File: config.mk
export PLATFORM = sky130hd
export DESIGN_NAME = ladder_dac_code_mapper
export DESIGN_NICKNAME = d
export VERILOG_FILES = /design/src/ladder_dac_pkg.sv /design/src/ladder_map_if.sv /design/src/ladder_code_map.sv /design/src/ladder_dac_code_mapper.sv
export SDC_FILE = /design/constraint.sdc
export NUM_CORES = 1
export LEC_CHECK = 0
export ABC_AREA = 0
export BUFFER_PORTS_ARGS = -buffer_cell sky130_fd_sc_hd__buf_2
export CORE_ASPECT_RATIO = 0.5
export CORE_MARGIN = 3
export CORE_UTILIZATION = 50
export CTS_CLUSTER_DIAMETER = 50
export DETAILED_ROUTE_END_ITERATION = 12
export PLACE_DENSITY = 0.89
export SLEW_MARGIN = 20
export SYNTH_ARGS = -nofsm -noshare
export SYNTH_HDL_FRONTEND = slang
export SYNTH_SLANG_ARGS = --single-unit
File: constraint.sdc
create_clock -name clock -period 1.2 [get_ports clock]
set_input_delay 0.06 -clock clock [delete_from_list [all_inputs] [get_ports clock]]
set_output_delay 0.06 -clock clock [all_outputs]
set_load 0.05 [all_outputs]
File: src/ladder_dac_pkg.sv
// Register map, field positions and reset values of the ladder code mapper
package ladder_dac_pkg;
    // ------------------------------------------------------------
    // Register offsets
    // ------------------------------------------------------------
    localparam logic [7:0] analog_control_offset     = 8'hEF;
    localparam logic [7:0] signed_sample_hold_offset = 8'hFA;
    // ------------------------------------------------------------
    // Field positions of analog_control
    // ------------------------------------------------------------
    localparam int half_swing_select_bit   = 3;
    localparam int fine_bit_low_bit        = 4;
    localparam int fine_bit_high_bit       = 5;
    localparam int analog_ctl_write_guard_bit = 7;
    // ------------------------------------------------------------
    // Widths and reset values
    // ------------------------------------------------------------
    localparam int reg_width    = 8;
    localparam int ladder_width = 10;
    localparam logic [7:0] analog_control_reset     = 8'h00;
    localparam logic [7:0] signed_sample_hold_reset = 8'h80;
    localparam logic [9:0] ladder_code_reset        = 10'h000;
endpackage

File: src/ladder_map_if.sv
// Signals between the register front end and the code mapping logic
`timescale 1ns/1ps
`default_nettype none
interface ladder_map_if;
    logic [7:0] sample;
    logic       fine_bit_high;
    logic       fine_bit_low;
    logic       half_swing_select;
    logic [9:0] mapped_code;

    modport front (output sample, output fine_bit_high, output fine_bit_low,
                   output half_swing_select, input mapped_code);
    modport mapper (input sample, input fine_bit_high, input fine_bit_low,
                    input half_swing_select, output mapped_code);
endinterface
`default_nettype wire

File: src/ladder_code_map.sv
// Maps signed sample and fine bits onto the ten ladder input bits
`timescale 1ns/1ps
`default_nettype none
module ladder_code_map (
    ladder_map_if.mapper link
);
    // ------------------------------------------------------------
    // Full-scale or half-scale mapping
    // ------------------------------------------------------------
    always_comb begin
        if (link.half_swing_select) begin
            // Sign extension on top, fine_bit_low ignored
            link.mapped_code = {~link.sample[7], link.sample,
                                link.fine_bit_high};
        end else begin
            link.mapped_code = {~link.sample[7], link.sample[6:0],
                                link.fine_bit_high, link.fine_bit_low};
        end
    end
endmodule
`default_nettype wire

File: src/ladder_dac_code_mapper.sv
// Register front end and registered ladder code of the audio ladder converter
`timescale 1ns/1ps
`default_nettype none
module ladder_dac_code_mapper (
    input  wire logic       clock,
    input  wire logic       reset,
    input  wire logic [7:0] address,
    input  wire logic [7:0] write_data,
    input  wire logic       write_strobe,
    input  wire logic       read_strobe,
    output logic      [7:0] read_data,
    output logic      [9:0] ladder_code
);
    // ------------------------------------------------------------
    // Registers and next values
    // ------------------------------------------------------------
    logic [6:0] analog_control;
    logic [7:0] signed_sample_hold;
    logic [6:0] next_analog_control;
    logic [7:0] next_signed_sample_hold;
    logic [7:0] next_read_data;
    logic [9:0] next_ladder_code;
    logic       ctl_write;
    logic       sample_write;

    ladder_map_if link ();

    ladder_code_map mapper (
        .link (link.mapper)
    );

    // Fields into the mapper
    assign link.sample            = signed_sample_hold;
    assign link.fine_bit_high     = analog_control[ladder_dac_pkg::fine_bit_high_bit];
    assign link.fine_bit_low      = analog_control[ladder_dac_pkg::fine_bit_low_bit];
    assign link.half_swing_select =
        analog_control[ladder_dac_pkg::half_swing_select_bit];

    // ------------------------------------------------------------
    // Address decode and next register values
    // ------------------------------------------------------------
    always_comb begin
        next_analog_control     = analog_control;
        next_signed_sample_hold = signed_sample_hold;
        next_read_data          = 8'h00;
        ctl_write    = 1'b0;
        sample_write = 1'b0;
        if (write_strobe) begin
            if (address == ladder_dac_pkg::analog_control_offset) begin
                ctl_write = 1'b1;
                // Guard bit high blocks the update of the low bits
                if (!write_data[ladder_dac_pkg::analog_ctl_write_guard_bit]) begin
                    next_analog_control = write_data[6:0];
                end
            end else if (address == ladder_dac_pkg::signed_sample_hold_offset) begin
                sample_write = 1'b1;
                next_signed_sample_hold = write_data;
            end
        end
        // Read answer registered, so it stands in the cycle after each strobe cycle
        if (read_strobe) begin
            if (address == ladder_dac_pkg::analog_control_offset) begin
                next_read_data = {1'b0, analog_control};
            end else if (address == ladder_dac_pkg::signed_sample_hold_offset) begin
                next_read_data = signed_sample_hold;
            end else begin
                next_read_data = 8'h00; // Unmapped reads as zero
            end
        end
        // Code follows registers one edge after they change
        next_ladder_code = link.mapped_code;
    end

    // ------------------------------------------------------------
    // Register stage
    // ------------------------------------------------------------
    // Reset parks the sample at 80H so the ladder idles at lowest current
    always_ff @(posedge clock) begin
        if (reset) begin
            analog_control     <= ladder_dac_pkg::analog_control_reset[6:0];
            signed_sample_hold <= ladder_dac_pkg::signed_sample_hold_reset;
            read_data          <= 8'h00;
            ladder_code        <= ladder_dac_pkg::ladder_code_reset;
        end else begin
            analog_control     <= next_analog_control;
            signed_sample_hold <= next_signed_sample_hold;
            read_data          <= next_read_data;
            ladder_code        <= next_ladder_code;
        end
    end
endmodule
`default_nettype wire

### Word level (Yosys, flattened, before mapping)

Cells that the tools add are included.

* bits in registers: 33
* logic and storage cells: 19
* output and inout port bits: 18
* input bits: 20

* eq/ne operators: 2
* mux-type cells: 3
* bitwise operators: 5
* reduce and logical (&&, ||, !) cells: 4

Operator list (count)
* 8-bit == test, second input constant: 2
* 7-bit two-way mux: 2
* 9-bit two-way mux: 1
* 3-bit AND reduction: 2
* 1-bit NOT: 5
* 4-bit OR reduction: 1
* 2-bit OR reduction: 1

### Longest topological paths before layout

Gate-level depths: netlist (run 1).

* word-level depth: 3
* gate-level depth with buffers: 4
* depth with buffers taken out: 3

### Hierarchy

A second synthesis (run 1) with hierarchy kept.

* cells, all modules: 121
* area, all modules: 1355.0 µm²

By module, submodules not included
* ladder_dac_code_mapper: area each 1204.9 µm², cells an instance 110, seq. area each 660.6 µm², times used 1
* ladder_code_map: area each 150.1 µm², cells an instance 11, seq. area each 0.0 µm², times used 1

### Least setup slack after synthesis (run 1)

OpenSTA, ideal clock, no wires.

* path kind: input port to flip-flop
* from: in address[1]
* to: reg analog_control[6]
* library setup time: 0.118 ns
* path buffers: 0
* stages on the path: 3
* slack: 0.211 ns
* arrival time: 0.871 ns
* required time: 1.082 ns
* path through: nand4_2 > or4_4 > mux2i_1

* word-level cells in the longest chain between the ends: 2

Ends and longest elaborated chain
* start, declared: line ladder_dac_code_mapper.sv:7 `input wire logic [7:0] address,`
* 8-bit == test: line ladder_dac_code_mapper.sv:49 `if (address == ladder_dac_pkg::analog_control_offset) begin`
* 3-bit AND reduction (no line)
* end signal, assigned: line ladder_dac_code_mapper.sv:80 `analog_control <= ladder_dac_pkg::analog_control_reset[6:0];`
* end signal, assigned: line ladder_dac_code_mapper.sv:85 `analog_control <= next_analog_control;`
* end, declared: line ladder_dac_code_mapper.sv:17 `logic [6:0] analog_control;`

Every way passes these cells.
A chain may end at the register's enable or synchronous reset.

### Worst setup path in the final report (run 1)

* from: reg ladder_code[2]
* to: out ladder_code[2]

RTL lines
* start, declared: line ladder_dac_code_mapper.sv:12 `output logic [9:0] ladder_code`
* start signal, assigned: line ladder_dac_code_mapper.sv:83 `ladder_code <= ladder_dac_pkg::ladder_code_reset;`
* start signal, assigned: line ladder_dac_code_mapper.sv:88 `ladder_code <= next_ladder_code;`

No word-level cell between the ends.

==> impl_metrics.yaml, run 1 <==
worst_setup_path:
  worst-endpoint-arrival_ns: 0.85
  crit_chain: "buf_2"
  start_kind: "flip-flop"
  crit_fanout: 1
  required_ns: 1.14
  max_stage_delay_ns: 0.32
  setup.worst_path.end_class: "primary output"
  critPathBufInv: 1
  cpMaxStageDelayCell: "dfxtp_1"
  path_class: "flip-flop to primary output"
  critPathTopFamily: "flip-flops"
yosys:
  syn-num-nets: 141
  yosys.area.top_type: "dfxtp_1"
  netlist_top_cells_count: "dfxtp_1, mux2i_1, nand2b_1"
  synth-edff-count: 0
  synthTopCellsByArea: "dfxtp_1, mux2i_1, nand2b_1"
  synth_seq_cells: 33
  yosysWarnings: 0
  netlist.area_leader.share_pct: 50.2
  ys.flop_type: "dfxtp_1"
  synth.distinct_cells: 17
  async_flop_share_pct: 0
  synth_most_common_cell: "dfxtp_1"
  syn-mean-instance-area_um2: 10.9
  syn_inst: 121
  syn_area_um2: 1320
  ys_seq_area_share_pct: 50.2
power:
  power_frac_clock_pct: 42.7
  power.switching_uw: 442
  ir_drop_mv: 0.596
  intPower_mw: 1.67
  p_sw_share_pct: 21.0
  leakagePower_nw: 0.744
  seq_power_share_pct: 52.0
  pwr-share-comb_pct: 5.3
  power_density_nw_per_um2: 1260
  finalPower_mw: 2.11
cts:
  cts-resized-gates: 0
  htree_levels: 2
  cts-root-buf: "clkbuf_8"
  numCtsBuffers: 5
  cts_hold_buffers: 0
  cts_buffer_depth: 2
  cts_tree: "built"
  clk_latency_ns: 0.28
  cts.sinks: 33
  cts_setup_buffers: 0
  clk_pin_slew_worst_paths_ns: 0.06
job:
  max-cap-violations: 0
timing:
  worst_pin_slew_ns: 0.317
  fin_setup_tns_ns: 0
  holdWs_ns: 0.0578
  fmax_ghz: 1.09
  setup_viol: 0
  rsz0062_at_grt: "false"
  slew_viol_final: 0
  layout_min_cycle_time_ns: 0.914
  hold_violations: 0
  fin_skew_ns: 0.00633
  period_share_pct: 76.2
  worst_slack_ns: 0.286
  slew_headroom_pct: 78.8
placement:
  place_congestion: 0.800
  hpwl_um: 1960
  pre_cts_ws_ns: 0.0784
  placed_cell_area_um2: 1580
  port_buffers: 37
routing:
  wl_um: 2660
  wire_per_inst_um: 13.1
  ant_nets: 0
  drtPass1Iterations: 4
  dr.first_iter.drc_count: 54
  wl_met2_um: 1230
  dr_wl_met3_um: 179
  drc: 0
  top_layer_used: "met4"
  vias: 1007
  vias_per_cell: 4.96
  met1_length_um: 1210
global_route:
  grt_overflow_total: 0
  grt_pass1_vias: 936
  grt_first_pass_wirelength_um: 4360
  antenna_found_initial: 0
  grt_use_total_pct: 17.1
  grt_max_degree: 18
die:
  design.portCount: 38
  fp.coreArea_um2: 2360
  num_rows: 12
  die-area_um2: 3320
  die_h_um: 42.3
  start_util_pct: 55.8
  die_w_um: 78.5
worst_hold_path:
  hold_class: "input port to flip-flop"
layout:
  area_growth_pct: 27.6
  final_area_um2: 1680
  drive_gt1_share_pct: 35.1
  diodes: 0
  final_nets: 187
status:
  status: "complete, no violations"
## through the flow
stage	utilization, %	instances
final	71.2	203
after global routing	71.2	203
after CTS	71.2	203
after detailed placement	66.9	195
after global placement	66.9	195
after floorplan	-	121
## layer usage
layer	track usage, %	vias up
met5	0	-
met4	7.32	0
met3	5.79	5
met2	26.8	27
met1	21.6	463
li1	-	512
## power by group through the flow
| stage | Sequential, mW | Clock [mW] | Combinational (mW) |
|---|---|---|---|
| after floorplan | 1.12 | 0 | 0.0511 |
| after global placement | 1.12 | 0 | 0.106 |
| after detailed placement | 1.12 | 0 | 0.109 |
| after CTS | 1.10 | 0.905 | 0.110 |
| after global routing | 1.10 | 0.976 | 0.119 |
| final | 1.10 | 0.901 | 0.111 |
## cells in the final DEF (no fill, tap or decap)
cell      count
nor2_1       19
buf_4         7
nor4_4        1
a22oi_1       7
nand3b_1      1
nand4b_1      1
nand4_2       2
nand2_1       1
or4_4         1
dfxtp_1      33
clkinv_2      1
buf_2        37
nand2_2       1
nor3b_4       2
mux2i_1      24
nand2b_1     21
clkbuf_8      7
and3b_1       1
and4_1        1
## state kept, by name, indices dropped and copies added (netlist names)
name            count
analog_control      7
ladder_code        10
link.sample         8
read_data           8
## path summary, 6_finish.rpt
| path | depth (start not counted) | start | endpoint | slack, ns |
|---|---|---|---|---|
| setup / recovery | 1 | ladder_code[2] | ladder_code[2] | 0.29 |
| hold / removal | 3 | write_data[3] | link.sample[3] | 0.06 |
| setup reg to reg | 3 | analog_control[3] | ladder_code[6] | 0.30 |
| hold reg to reg | 2 | link.sample[7] | read_data[7] | 0.45 |
## logic make-up after synthesis
family                 count (synthesis)  synth area share, %
muxes                                 24                 18.3
and+or+nand+nor                       52                 26.0
buffers and inverters                  5                 1.52
DFF                                   33                 50.2
AOI/OAI and AO/OA                      7                 4.00
## cell type report
class	instances	area, um^2
clock buffers	7	96.3
clock inverters	1	5.00
multi-input cells	83	634
well taps	35	43.8
repair buffers	44	238
flip-flops and latches	33	661
fillers	172	679
No activity file was read; power rests on OpenSTA's default activity.
==> run 2, diff against run 1 <==
==> constraint.sdc (replaced) <==
create_clock -name clock -period 0.9 [get_ports clock]
set_input_delay 0.045 -clock clock [delete_from_list [all_inputs] [get_ports clock]]
set_output_delay 0.045 -clock clock [all_outputs]
set_load 0.05 [all_outputs]
==> impl_metrics.yaml, run 2 (synthesis gave the netlist of run 1 again) <==
routing:
  wl_um: 3480
  ant_nets: 0
  drc: 0
  dr.first_iter.drc_count: 63
  drtPass1Iterations: 4
  vias_per_cell: 5.09
  vias: 1090
  wire_per_inst_um: 16.3
layout:
  drive_gt1_share_pct: 38.5
  layout_commonest_cell: "dfxtp_1"
  diodes: 0
  largest_reg_flops: 10
  area_growth_pct: 40.3
  final_nets: 198
  layout_common_cells: "dfxtp_1, mux2i_1, buf_4"
  top_register: "ladder_code"
  layout.cells.non_filler: 214
cts:
  cts_buffer_depth: 2
  clk_latency_ns: 0.29
  cts.sinks: 33
  clk_pin_slew_worst_paths_ns: 0.07
  cts_tree: "built"
  numCtsBuffers: 5
  htree_levels: 2
  cts-root-buf: "clkbuf_8"
worst_setup_path:
  r2r_slack_ns: 0.04
  reg2reg_depth: 3
  crit_chain: "buf_4"
  critPathBufInv: 1
  r2r_end: "ladder_code[6]"
  cpMaxStageDelayCell: "dfxtp_1"
  critPathTopFamily: "flip-flops"
  r2r-start: "analog_control[3]"
  path_class: "flip-flop to primary output"
  crit_fanout: 1
  start_kind: "flip-flop"
  worst-endpoint-arrival_ns: 0.82
  setup.worst_path.end_class: "primary output"
  required_ns: 0.85
  max_stage_delay_ns: 0.33
worst_hold_path:
  hold_class: "input port to flip-flop"
  hold_end: "link.sample[6]"
  hp-start: "write_data[6]"
  min_path_cells: 3
global_route:
  grt_first_pass_wirelength_um: 5660
  grt_overflow_total: 0
  grt_use_total_pct: 23.4
  grt_pass1_vias: 1155
  antenna_found_initial: 0
  grt_max_degree: 21
power:
  finalPower_mw: 3.07
  leakagePower_nw: 0.792
  power_density_nw_per_um2: 1670
  ir_drop_mv: 0.976
die:
  die_h_um: 42.3
  design.portCount: 38
  fp.coreArea_um2: 2360
  die_w_um: 78.5
  num_rows: 12
  die-area_um2: 3320
  start_util_pct: 55.8
timing:
  hold_violations: 0
  holdWs_ns: 0.0511
  layout_min_cycle_time_ns: 0.865
  worst_pin_slew_ns: 0.320
  fin_skew_ns: 0.00593
  fmax_ghz: 1.16
  period_share_pct: 96.1
  rsz0062_at_grt: "true"
  setup_viol: 0
  slew_headroom_pct: 78.7
  slew_viol_final: 0
job:
  max-cap-violations: 0
placement:
  dp_cells: 204
  hpwl_um: 2280
  port_buffers: 37
  place_congestion: 0.828
status:
  status: "complete, no violations"
-- run 2: cell type report --
class                   instances  area (um^2)
well taps                      35         43.8
clock inverters                 1         30.0
flip-flops and latches         33          664
multi-input cells              83          643
repair buffers                 55          378
fillers                       139          512
clock buffers                   7         86.3
-- run 2: how the worst max path moves through the flow --
stage	startpoint	slack, ns	cells after the start	to
floorplan	address[1]	-0.07	3	analog_control[6]
global placement	address[0]	-0.16	4	link.sample[3]
detailed placement	address[0]	-0.21	4	link.sample[7]
CTS	read_data[7]	0.005	1	read_data[7]
global route	address[2]	-0.01	4	link.sample[7]
finish	ladder_code[2]	0.04	1	ladder_code[2]
-- run 2: power breakdown --
group,switching (mW),internal [mW],leakage [nW]
clock network,0.523,0.902,0.0585
logic,0.0953,0.0939,0.467
registers,0.000766,1.46,0.267
-- run 2: layer usage --
layer,wire (um),track usage [%],vias to the layer above
met5,0,0,-
met2,1700,40.5,33
met3,168,8.58,15
li1,-,-,529
met1,1470,24.8,513
met4,142,13.2,0
-- run 2: metrics by stage --
step	instance area [um^2]	worst slack [ns]	setup TNS (ns)	util, %
after floorplan	1330	-0.0730	-0.320	-
after global routing	1850	-0.0136	-0.0221	78.3
after global placement	1650	-0.159	-2.18	70.1
final	1850	0.0355	0	78.3
after detailed placement	1650	-0.213	-2.93	70.1
after CTS	1790	0.00536	0	76.1
-- run 2: what timing repair did --
action	in CTS	in global routing
cloned	0	0
endpoints found under the setup margin	6	21
buffers inserted	0	1
gates resized for setup	6	18
pin swaps	0	1
endpoints found under the hold margin	1	0
hold buffers	1	0
